<file path="src/core/fsg_pkg.sv">
// package for the flash sector guard host controller
// assumes a word-wide parallel flash on the far side and an apb master
// Functional notes
// (RULE1) flash lets protected sectors change while reset pin sits at high voltage
// (RULE2) dropping the high voltage re-protects formerly protected sectors
// (RULE3) boot guard pin low blocks changes to the two outermost boot sectors
// (RULE4) outermost boot sectors are lowest for bottom boot, highest for top
// (RULE5) boot guard pin high: those sectors follow their stored protect state
// (RULE6) id read: high voltage on id line, selects low, select line picks code
// (RULE7) protect verify: high voltage, query line high, sector on a12-a20
// (RULE8) flash offers an extra 64 kbyte security region beside the array
// (RULE9) lock indicator on q7 is fixed: 1 factory locked, 0 lockable
// (RULE10) after enter sequence, boot sector addresses read the security region
// (RULE11) security mapping lasts until exit, power loss or hardware reset
// (RULE12) factory locked security region refuses every program or erase
// (RULE13) serial number field is 16 bytes at bottom or top boot location
// (RULE14) unlocked lockable security region behaves like ordinary array space
// (RULE15) host locks region with three-cycle enter then the protect algorithm; host here issues the enter only and has no protect algorithm operation
// (RULE16) host must exit the security region before touching the main array
// (RULE17) once protected, the security region can never be unprotected
// (RULE18) flash starts in read mode at power-up
// (RULE19) flash changes contents only after a complete correct sequence
// (RULE20) wrong or out-of-order write aborts the sequence back to read mode
// (RULE21) a write happens only with select and strobe low, output gate high
// (RULE22) reset pin low aborts any operation and returns to array read
// (RULE23) target blocked when protected without override, or guard pin low; model blocks on guard low only in the two outermost boot sectors
// (RULE24) command to a blocked sector leaves data and returns to read mode
package fsg_pkg;
    localparam int CLK_NS = 50;
    localparam int T_ACC_NS = 90;
    localparam int T_WP_NS = 45;
    localparam int T_RP_NS = 500;
    localparam int T_RH_NS = 50;
    // least times round up
    localparam int ACC_CYC = (T_ACC_NS + CLK_NS - 1) / CLK_NS;
    localparam int WP_CYC = (T_WP_NS + CLK_NS - 1) / CLK_NS;
    localparam int RP_CYC = (T_RP_NS + CLK_NS - 1) / CLK_NS;
    localparam int RH_CYC = (T_RH_NS + CLK_NS - 1) / CLK_NS;

    localparam logic [7:0] REG_CTRL = 8'h00;
    localparam logic [7:0] REG_ADDR = 8'h04;
    localparam logic [7:0] REG_WDATA = 8'h08;
    localparam logic [7:0] REG_RDATA = 8'h0c;
    localparam logic [7:0] REG_STATUS = 8'h10;
    localparam logic [7:0] REG_PINS = 8'h14;
    localparam int PIN_GUARD = 0;
    localparam int PIN_HV = 1;
    localparam int PIN_TOP = 2;
    localparam logic [2:0] PINS_RST = 3'h1;
    localparam int STAT_BUSY = 0;
    localparam int STAT_SEC = 1;
    localparam int STAT_ERR = 2;

    localparam logic [20:0] UNLOCK_A1 = 21'h000555;
    localparam logic [20:0] UNLOCK_A2 = 21'h0002aa;
    localparam logic [15:0] UNLOCK_D1 = 16'h00aa;
    localparam logic [15:0] UNLOCK_D2 = 16'h0055;
    localparam logic [15:0] CMD_ENTER = 16'h0088;
    localparam logic [15:0] CMD_AUTOSEL = 16'h0090;
    localparam logic [15:0] CMD_EXIT = 16'h0000;
    localparam logic [15:0] CMD_PROGRAM = 16'h00a0;
    localparam logic [15:0] CMD_RESET = 16'h00f0;
    localparam logic [11:0] VERIFY_LOW = 12'h002;

    typedef enum logic [2:0] {
        OP_READ, OP_PROGRAM, OP_ENTER, OP_EXIT,
        OP_RESET_CMD, OP_ID_READ, OP_PROT_VERIFY, OP_HW_RESET
    } fsg_op_t;

    typedef enum logic [2:0] {
        S_IDLE, S_SETUP, S_ASSERT, S_STROBE, S_RELEASE,
        S_RST_LO, S_RST_HI, S_DONE
    } fsg_state_e_t;

    typedef struct packed {
        logic [20:0] addr;
        logic [15:0] dq_out;
        logic dq_oe;
        logic chip_select_n;
        logic output_gate_n;
        logic write_strobe_n;
        logic reset_n;
        logic reset_hv;
        logic id_trigger_address_line;
        logic boot_guard_accel_pin;
    } fsg_flash_t;

    typedef struct packed {
        logic [20:0] addr;
        logic [15:0] data;
        logic wr;
        logic last;
    } fsg_step_t;
endpackage

</file>
<file path="src/core/fsg_host.sv">
// host controller driving the flash protection and security pins
// assumes an apb master on pclk and a flash whose pins the bench resolves
//
// Added by the designer: the placing of the registers and the APB interface to the registers.
`timescale 1ns/1ps
`default_nettype none
module fsg_host
(
    input wire logic pclk, // 20 mhz clock
    input wire logic presetn, // async reset
    input wire logic psel, // apb select
    input wire logic penable, // apb enable
    input wire logic pwrite, // apb direction
    input wire logic [7:0] paddr, // apb byte address
    input wire logic [31:0] pwdata, // apb write data
    output logic [31:0] prdata, // apb read data
    output logic pready, // apb ready
    output logic pslverr, // apb error
    input wire logic [15:0] dq_in, // flash data in
    output fsg_pkg::fsg_flash_t flash // flash pin drive
);
    import fsg_pkg::*;

    typedef struct packed {
        fsg_state_e_t st;
        fsg_op_t op;
        logic [2:0] step;
        logic [3:0] cnt;
        logic [20:0] uaddr;
        logic [15:0] wdata;
        logic [15:0] rdata;
        logic [2:0] pins;
        logic sec_mode;
        logic err;
        fsg_flash_t fl;
        logic [31:0] prdata;
        logic pready;
        logic pslverr;
    } fsg_regs_t;

    fsg_regs_t s;
    fsg_regs_t next_s;
    fsg_step_t stp;

    function automatic logic fsg_in_window(input logic [20:0] a,
                                           input logic top);
        // security region overlays the boot end of the map
        fsg_in_window = top ? (&a[20:15]) : ~(|a[20:15]);
    endfunction

    function automatic fsg_step_t fsg_cmd_step(input fsg_op_t op,
        input logic [2:0] idx, input logic [20:0] ua, input logic [15:0] wd);
        fsg_step_t r;
        r = '{addr: ua, data: wd, wr: 1'b0, last: 1'b1};
        unique case (op)
            OP_ENTER, OP_EXIT, OP_PROGRAM:
            begin
                r.wr = 1'b1;
                r.last = 1'b0;
                unique case (idx)
                    3'd0:
                    begin
                        r.addr = UNLOCK_A1;
                        r.data = UNLOCK_D1;
                    end
                    3'd1:
                    begin
                        r.addr = UNLOCK_A2;
                        r.data = UNLOCK_D2;
                    end
                    3'd2:
                    begin
                        r.addr = UNLOCK_A1;
                        r.data = (op == OP_ENTER) ? CMD_ENTER :
                            (op == OP_EXIT) ? CMD_AUTOSEL : CMD_PROGRAM;
                        r.last = (op == OP_ENTER);
                    end
                    default:
                    begin
                        r.data = (op == OP_EXIT) ? CMD_EXIT : wd;
                        r.last = 1'b1;
                    end
                endcase
            end
            OP_RESET_CMD:
            begin
                r.wr = 1'b1;
                r.data = CMD_RESET;
            end
            OP_ID_READ:
                r.addr = {20'h00000, ua[0]};
            OP_PROT_VERIFY:
                r.addr = {ua[20:12], VERIFY_LOW};
            default:
                r.wr = 1'b0;
        endcase
        return r;
    endfunction

    always_comb
    begin
        next_s = s;
        next_s.pready = 1'b0;
        next_s.pslverr = 1'b0;
        stp = fsg_cmd_step(s.op, s.step, s.uaddr, s.wdata);
        if (psel && penable && !s.pready)
        begin
            next_s.pready = 1'b1;
            next_s.prdata = 32'h00000000;
            unique case (paddr)
                REG_CTRL:
                    if (pwrite)
                    begin
                        // refuse while busy, or a read or program outside the window in sec mode
                        if (s.st != S_IDLE || (s.sec_mode &&
                            (fsg_op_t'(pwdata[2:0]) == OP_READ ||
                             fsg_op_t'(pwdata[2:0]) == OP_PROGRAM) &&
                            !fsg_in_window(s.uaddr, s.pins[PIN_TOP]))) // RULE16
                            next_s.err = 1'b1;
                        else
                        begin
                            next_s.err = 1'b0;
                            next_s.op = fsg_op_t'(pwdata[2:0]);
                            next_s.step = 3'd0;
                            if (fsg_op_t'(pwdata[2:0]) == OP_HW_RESET)
                            begin
                                next_s.fl.reset_n = 1'b0;
                                next_s.cnt = 4'(RP_CYC - 1);
                                next_s.st = S_RST_LO;
                            end
                            else
                                next_s.st = S_SETUP;
                        end
                    end
                REG_ADDR:
                    if (pwrite)
                        next_s.uaddr = pwdata[20:0];
                    else
                        next_s.prdata = {11'h000, s.uaddr};
                REG_WDATA:
                    if (pwrite)
                        next_s.wdata = pwdata[15:0];
                    else
                        next_s.prdata = {16'h0000, s.wdata};
                REG_RDATA:
                    next_s.prdata = {16'h0000, s.rdata};
                REG_STATUS:
                    next_s.prdata = {29'h00000000, s.err, s.sec_mode,
                                     s.st != S_IDLE};
                REG_PINS:
                    if (pwrite)
                        next_s.pins = pwdata[2:0];
                    else
                        next_s.prdata = {29'h00000000, s.pins};
                default:
                    next_s.pslverr = 1'b1;
            endcase
        end
        // guard level and temporary unprotect voltage follow software
        next_s.fl.boot_guard_accel_pin = s.pins[PIN_GUARD];
        next_s.fl.reset_hv = s.pins[PIN_HV]; // RULE1
        unique case (s.st)
            S_IDLE:
                next_s.st = next_s.st;
            S_SETUP:
            begin
                next_s.fl.addr = stp.addr;
                next_s.fl.dq_out = stp.data;
                next_s.fl.dq_oe = stp.wr;
                next_s.fl.chip_select_n = 1'b0;
                next_s.fl.id_trigger_address_line =
                    (s.op == OP_ID_READ) || (s.op == OP_PROT_VERIFY); // RULE6
                next_s.st = S_ASSERT;
            end
            S_ASSERT:
            begin
                // gate stays high under a write strobe
                next_s.fl.write_strobe_n = !stp.wr; // RULE21
                next_s.fl.output_gate_n = stp.wr;
                next_s.cnt = stp.wr ? 4'(WP_CYC - 1) : 4'(ACC_CYC - 1);
                next_s.st = S_STROBE;
            end
            S_STROBE:
                if (s.cnt == 4'h0)
                begin
                    next_s.fl.write_strobe_n = 1'b1;
                    next_s.fl.output_gate_n = 1'b1;
                    if (!stp.wr)
                        next_s.rdata = dq_in;
                    next_s.st = S_RELEASE;
                end
                else
                    next_s.cnt = s.cnt - 4'h1;
            S_RELEASE:
            begin
                next_s.fl.chip_select_n = 1'b1;
                next_s.fl.dq_oe = 1'b0;
                next_s.fl.id_trigger_address_line = 1'b0;
                next_s.step = s.step + 3'd1;
                next_s.st = stp.last ? S_DONE : S_SETUP;
            end
            S_RST_LO:
                if (s.cnt == 4'h0)
                begin
                    next_s.fl.reset_n = 1'b1;
                    next_s.cnt = 4'(RH_CYC - 1);
                    next_s.st = S_RST_HI;
                end
                else
                    next_s.cnt = s.cnt - 4'h1;
            S_RST_HI:
                if (s.cnt == 4'h0)
                    next_s.st = S_DONE;
                else
                    next_s.cnt = s.cnt - 4'h1;
            S_DONE:
            begin
                // track which map the flash is showing
                if (s.op == OP_ENTER)
                    next_s.sec_mode = 1'b1; // RULE10
                else if (s.op == OP_EXIT || s.op == OP_HW_RESET)
                    next_s.sec_mode = 1'b0; // RULE16
                next_s.st = S_IDLE;
            end
        endcase
    end

    always_ff @(posedge pclk or negedge presetn)
    begin
        if (!presetn)
        begin
            s <= '0;
            s.st <= S_IDLE;
            s.op <= OP_READ;
            s.pins <= PINS_RST;
            s.fl.chip_select_n <= 1'b1;
            s.fl.output_gate_n <= 1'b1;
            s.fl.write_strobe_n <= 1'b1;
            s.fl.reset_n <= 1'b1;
            s.fl.boot_guard_accel_pin <= 1'b1;
        end
        else
            s <= next_s;
    end

    assign prdata = s.prdata;
    assign pready = s.pready;
    assign pslverr = s.pslverr;
    assign flash = s.fl;

    property p_write_gate;
        @(posedge pclk) disable iff (!presetn)
        !s.fl.write_strobe_n |-> !s.fl.chip_select_n && s.fl.output_gate_n;
    endproperty
    a_write_gate: assert property (p_write_gate) // RULE21
        else $error("write strobe without select or with gate low");

    property p_id_pins;
        @(posedge pclk) disable iff (!presetn)
        (!s.fl.output_gate_n && s.op == OP_ID_READ) |->
            s.fl.id_trigger_address_line && !s.fl.addr[6] &&
            !s.fl.addr[1] && !s.fl.chip_select_n && s.fl.addr[0] == s.uaddr[0];
    endproperty
    a_id_pins: assert property (p_id_pins) // RULE6
        else $error("id read pins wrong");

    property p_prot_pins;
        @(posedge pclk) disable iff (!presetn)
        (!s.fl.output_gate_n && s.op == OP_PROT_VERIFY) |->
            s.fl.id_trigger_address_line && s.fl.write_strobe_n &&
            s.fl.addr[1] && !s.fl.addr[0] && !s.fl.addr[6] &&
            s.fl.addr[20:12] == s.uaddr[20:12];
    endproperty
    a_prot_pins: assert property (p_prot_pins) // RULE7
        else $error("protect verify pins wrong");

    property p_hv_scope;
        @(posedge pclk) disable iff (!presetn)
        s.fl.id_trigger_address_line |->
            (s.op == OP_ID_READ || s.op == OP_PROT_VERIFY) && s.fl.dq_oe == 1'b0;
    endproperty
    a_hv_scope: assert property (p_hv_scope) // RULE6
        else $error("high voltage on id line outside id or verify");

    property p_enter_third;
        @(posedge pclk) disable iff (!presetn)
        (!s.fl.write_strobe_n && s.op == OP_ENTER && s.step == 3'd2) |->
            s.fl.dq_out == CMD_ENTER && s.fl.addr == UNLOCK_A1;
    endproperty
    a_enter_third: assert property (p_enter_third) // RULE15
        else $error("enter sequence third write wrong");

    property p_enter_maps;
        @(posedge pclk) disable iff (!presetn)
        (s.st == S_DONE && s.op == OP_ENTER) |=> s.sec_mode && s.st == S_IDLE;
    endproperty
    a_enter_maps: assert property (p_enter_maps) // RULE10
        else $error("security mode not set after enter");

    property p_exit_unmaps;
        @(posedge pclk) disable iff (!presetn)
        (s.st == S_DONE && s.op == OP_EXIT) |=> !s.sec_mode;
    endproperty
    a_exit_unmaps: assert property (p_exit_unmaps) // RULE16
        else $error("security mode kept after exit");

    property p_refuse_outside;
        @(posedge pclk) disable iff (!presetn)
        (psel && penable && !s.pready && pwrite && paddr == REG_CTRL &&
         s.st == S_IDLE && s.sec_mode && pwdata[2:0] == 3'(OP_READ) &&
         !fsg_in_window(s.uaddr, s.pins[PIN_TOP]))
        |=> s.err ##1 s.st == S_IDLE && s.fl.chip_select_n;
    endproperty
    a_refuse_outside: assert property (p_refuse_outside) // RULE16
        else $error("main array touched while in security mode");

    c_enter: cover property (@(posedge pclk) disable iff (!presetn)
        s.st == S_DONE && s.op == OP_ENTER);
    c_verify: cover property (@(posedge pclk) disable iff (!presetn)
        s.st == S_DONE && s.op == OP_PROT_VERIFY);
    c_hw_reset: cover property (@(posedge pclk) disable iff (!presetn)
        s.st == S_RST_HI ##1 s.st == S_DONE);
endmodule
`default_nettype wire

</file>
<file path="config.mk">
export PLATFORM = sky130hd
export DESIGN_NAME = fsg_host
export DESIGN_NICKNAME = d
export VERILOG_FILES = /design/src/core/fsg_pkg.sv /design/src/core/fsg_host.sv
export SDC_FILE = /design/constraint.sdc
export NUM_CORES = 1
export LEC_CHECK = 0
export BUFFER_PORTS_ARGS = -buffer_cell sky130_fd_sc_hd__buf_2
export CAP_MARGIN = 20
export CORE_MARGIN = 3
export CORE_UTILIZATION = 56
export CTS_CLUSTER_DIAMETER = 150
export DETAILED_ROUTE_END_ITERATION = 8
export GPL_ROUTABILITY_DRIVEN = 0
export PLACE_DENSITY_LB_ADDON = 0.25
export SLEW_MARGIN = 20
export SYNTH_ARGS = -nofsm -noshare
export SYNTH_HDL_FRONTEND = slang
export SYNTH_SLANG_ARGS = --single-unit
</file>
<file path="constraint.sdc">
create_clock -name pclk -period 2.25 [get_ports pclk]
set_input_delay 0.1125 -clock pclk [delete_from_list [all_inputs] [get_ports pclk]]
set_output_delay 0.1125 -clock pclk [all_outputs]
set_load 0.02 [all_outputs]
</file>
=== After elaboration in Yosys (flattened, before gate mapping) ===
Cells that the tools add are included.

* Output and inout port bits: 79
* Register bits after elaboration: 139
* Input port bits: 61

* Equal/unequal tests: 25
* Bitwise logic cells: 3
* Reductions and logical operators: 40
* $add $sub $neg: 2
* Muxes and demuxes: 51

{| class="wikitable"
|+ Operators by type and width
! kind !! number
|-
| 21-bit one-hot mux with 5 select lines || 1
|-
| 16-bit two-way mux || 4
|-
| 21-bit two-way mux || 3
|-
| 21-bit one-hot mux with 3 select lines || 1
|-
| 50-bit two-way mux || 1
|-
| 16-bit one-hot mux with 3 select lines || 1
|-
| 21-bit one-hot mux with 2 select lines || 1
|-
| 13-bit two-way mux || 3
|-
| 16-bit one-hot mux with 2 select lines || 1
|-
| 3-bit == test, second input constant || 9
|-
| 3-bit one-hot mux with 8 select lines || 1
|-
| 3-bit two-way mux || 7
|-
| 8-bit by 4-bit == test with 1-bit output, second input constant || 2
|-
| 8-bit by 5-bit == test with 1-bit output, second input constant || 2
|-
| 3-bit by 2-bit == test with 1-bit output, second input constant || 5
|-
| 1-bit two-way mux || 15
|-
| 3-bit AND reduction || 5
|-
| 3-bit by 1-bit == test with 1-bit output, second input constant || 4
|-
| 4-bit two-way mux || 3
|-
| 6-bit two-way mux || 2
|-
| 4-bit one-hot mux with 3 select lines || 1
|-
| 2-bit nonzero test || 6
|-
| 6-bit OR reduction || 2
|-
| 3-bit logical NOT || 3
|-
| other kinds (21) || 38
|}

=== Depth between registers and ports, before layout ===
* Word-level depth: 12
* Mapped depth: 8
* Depth with buffers taken out: 6

=== Least setup slack after synthesis ===
OpenSTA, ideal clock, no wires.

* Path kind: flip-flop to flip-flop
* Start point: register s (netlist bit pready)
* End point: register s[106] (netlist bit)
* Path buffers: 1
* Clock period less this slack: 2000 ps
* Arrival: 1873 ps
* Path slack: 250 ps
* Setup time: 127 ps
* Cell stages (with the launch flop): 6
* Data required time: 2123 ps
* Path through: dfrtp_1 nand3b_1 nor2_1 nand4_2 buf_1 mux2_1

* Longest elaborated chain between the ends: 3

{| class="wikitable"
|+ Ends and longest elaborated chain
! what !! line !! source
|-
| start, declared || fsg_host.sv:41 || <nowiki>fsg_regs_t s;</nowiki>
|-
| start signal, assigned || fsg_host.sv:243 || <nowiki>s <= next_s;</nowiki>
|-
| 1-bit logical NOT || fsg_host.sv:106 || <nowiki>if (psel && penable && !s.pready)</nowiki>
|-
| 1-bit logical AND || fsg_host.sv:106 ||
|-
| 3-bit AND reduction (no source line) || - ||
|}

Every way passes these cells.
A chain may end at the register's enable or synchronous reset.

=== Final worst setup path ===
* Start point: register s[141] (netlist bit)
* End point: register s (netlist bit flash[41])

* Longest elaborated chain between the ends: 4
* Elaborated cells on any way between the ends: 6

{| class="wikitable"
|+ Ends and longest elaborated chain
! what !! line !! source
|-
| 3-bit by 2-bit == test with 1-bit output or 3-bit logical NOT (tied branches) || fsg_host.sv:60 || <nowiki>unique case (idx)</nowiki>
|-
| 2-bit OR reduction (no source line) || - ||
|-
| 21-bit one-hot mux with 2 select lines * || fsg_host.sv:60 ||
|-
| 21-bit one-hot mux with 3 select lines * || fsg_host.sv:55 || <nowiki>unique case (op)</nowiki>
|}

Mark *: on every way between the ends. The rest lies on a longest branch, timed or not.

==> out/metrics.cfg <==
[power]
switching_share_pct=32.3
power_frac_clock_pct=31.7
cellInternalPower_w=0.00537
p_sw_w=0.00256
pwr_density_cell_nw_per_um2=957
vdd_ir_drop_max_v=0.000575
sequential_power_share_pct=40.0
combinationalPowerShare_pct=28.3
p_leak_nw=4.06

[floorplanning]
floorplan.initialDensity_pct=58.2
dieHeight_um=118
dieArea_sq_um=14000
core_region_area_sq_um=12200
core.rowCount=40
die_extent_in_x_um=118
io_pins=140

[critical_path]
startpoint=s[141]
number_of_buffer_and_inverter_instances_along_the_worst_setup_path=1
crit_required_ps=2600
timing.critical_path.depth=6
crit-reg2reg-launch=s[141]
critical-path-max-stage-delay_ps=410
cp_top_family=compound AO/OA/AOI/OAI gates
timing.critical_path.fanout_max=9
rr_worst_depth=6
critPathSlowestCell=sky130_fd_sc_hd__or3_1
crit_arrival_ps=2450
critical_path_class=reg2reg
critical_path_capture_point=flash[41]
crit_path_end_kind=flip-flop
worst_reg2reg_setup_slack_ps=150
timing.critical_path.cells=inv_1 -> ha_1 -> or3_1 -> a21oi_1 -> o21a_2 -> a22o_1
worstSetupStartpointType=flip-flop
critical_path.reg2reg.endpoint=flash[41]

[route]
initialDrtViolationCount=488
detail_route.wirelength_um=17700
post-route-drc-count=0
firstDrtPassIters=5
post_drt_via_cell_ratio=5.90
drt-wirelength-per-cell_um=19.5
ant_nets=0
via_count=5366

[timing]
hold_viol=0
relSlewSlack_pct=27.6
drv_slew=0
setup_viols_final=0
finClkSkew_ps=9.19
final_ws_setup_ps=155
worst_pin_slew_ps=1080
timing.final.crit_period_ps=2100
maxClockFrequency_mhz=477
setup_repair_after_global_routing_missed_its_margin=no
setup_tns_ps=0
fin_crit_sh_pct=93.1
timing.hold.ws_ps=20.2

[layout]
area_growth_pct=17.1
multi_input_comb_area_sq_um=2850
antenna_cells=0
layout.nets=796
layout_fillers=911
register_area_sq_um=3490
final_layout_size_suffix_gt1_share_pct=33.3

[synth]
number_of_register_bits_inferred_by_synthesis=139
synth-async-reset-ratio_pct=100
yosysMostFrequentCell=sky130_fd_sc_hd__dfrtp_1
synthesis.area_sq_um=7080
yosysSeqAreaShare_pct=49.3
synth_enable_flop_cells=0
ys_top_cells_by_count=133 x sky130_fd_sc_hd__dfrtp_1, 77 x sky130_fd_sc_hd__buf_4, 63 x sky130_fd_sc_hd__a22o_1, 53 x sky130_fd_sc_hd__mux2_2, 31 x sky130_fd_sc_hd__nand2_1
synth_flop_cell=sky130_fd_sc_hd__dfrtp_1
synthesis.area_per_instance_sq_um=11.1
yosys-top-cells-area=sky130_fd_sc_hd__dfrtp_1 47%, sky130_fd_sc_hd__mux2_2 8.4%, sky130_fd_sc_hd__buf_4 8.2%
yosys.cell_types.count=69
synth-warning-count=0
postSynthCellCount=636
synth_area_leader_cell=sky130_fd_sc_hd__dfrtp_1
synth_top_cell_area_share_pct=47.0

[clock_tree]
clk_transition_reported_paths_ps=60
cts_buffer_count=17
cts.path.max_buffers=2
tritoncts_clock_tree=built
clockRootBuffer=sky130_fd_sc_hd__clkbuf_16
cts_sinks=139
clock_tree.htree_level_count=4
clock_insertion_delay_at_the_later_pin_of_the_skew_report_ps=420

[hold_path]
hold_path.class=in2reg

[placement]
dp_hpwl_um=12300
numPortBuffers=117
place_ws_ps=46.4

[grt]
track_usage_pct=25.9
grt_pass1_vias=5327
remaining_overflow_grt=0
maximum_number_of_pins_on_one_net_before_global_route_repair=69
antenna_found_initial=0
grt_pass1_wl_um=28500

[job]
max-cap-violations=0

[status]
outcome=finished clean

==> flip-flops by register name, summed over array words and instances, names as in the netlist <==
| name | flops |
|---|---|
| prdata | 21 |
| next_s | 2 |
| pslverr | 1 |
| pready | 1 |
| s | 69 |
| flash | 45 |
==> how the worst min path moves through the flow <==
stage	startpoint	end	slack [ps]	cells past startpoint
after floorplan	presetn	flash[10]	-180	0
after global placement	presetn	flash[44]	150	1
after detailed placement	presetn	flash[44]	160	1
after CTS	pwdata[0]	s[100]	5	2
after global routing	pwdata[0]	s[100]	9	2
final	pwdata[0]	s[100]	20	2
==> stage by stage <==
stage | instance area [sq um] | total power [W] | std cells | utilization (%)
CTS | 8280 | 0.00793 | 909 | 68.1
finish | 8290 | 0.00793 | 909 | 68.1
floorplan | 7110 | 0.00484 | 646 | -
global placement | 7400 | 0.00527 | 844 | 60.9
detailed placement | 7400 | 0.00537 | 844 | 60.9
global route | 8290 | 0.00832 | 909 | 68.1
==> metal layers <==
layer / vias to the layer above / track usage [%] / share of wire [%]
li1: 2435 / - / -
met5: - / 0 / 0
met1: 2632 / 36.2 / 43
met2: 268 / 39.9 / 46
met4: 0 / 9.56 / 2.4
met3: 31 / 5.55 / 7.7
==> power by group through the flow <==
stage	Sequential, W	Clock [W]	Combinational [W]
3_3_place_gp	0.00318	0	0.00209
3_5_place_dp	0.00321	0	0.00216
5_1_grt	0.00321	0.00266	0.00245
6_report	0.00317	0.00252	0.00225
2_1_floorplan	0.00307	0	0.00176
4_1_cts	0.00317	0.00254	0.00222
==> cells in the final DEF, fill, tap and decap left out, drive strengths merged, types with 15 or more instances in the layout <==
cell type / count
buf: 144
dfrtp: 133
mux2: 64
a22o: 63
dlygate4sd3: 35
nand2: 31
nor2: 29
o21ai: 23
clkbuf: 22
a21oi: 20
inv: 15
==> kinds of logic after synthesis <==
| logic type | count (synthesis) | share of synthesized area [%] |
|---|---|---|
| AOI/OAI and AO/OA | 160 | 17.2 |
| xor gates and xnor gates | 4 | 0.495 |
| adders and majority gates | 5 | 0.884 |
| buffers and inverters | 129 | 11.1 |
| DFF | 139 | 49.3 |
| muxes | 64 | 10.3 |
| other | 1 | 0.0530 |
| and+or+nand+nor | 134 | 10.7 |
==> timing repair <==
action / in CTS / in global routing
hold buffers: 35 / 0
setup buffers: 0 / 0
setup endpoints to repair: 0 / 18
gates resized for setup: 0 / 2
hold endpoints to repair: 109 / 0
==> final cells by class <==
type	count	area share [%]
Inverter	15	0.679
Timing Repair Buffer	179	14.0
Multi-Input combinational cell	378	34.4
Clock buffer	22	5.48
Sequential cell	139	42.1
Clock inverter	8	0.876
Tap cell	168	2.54
Power figures use the tool's default switching activity.
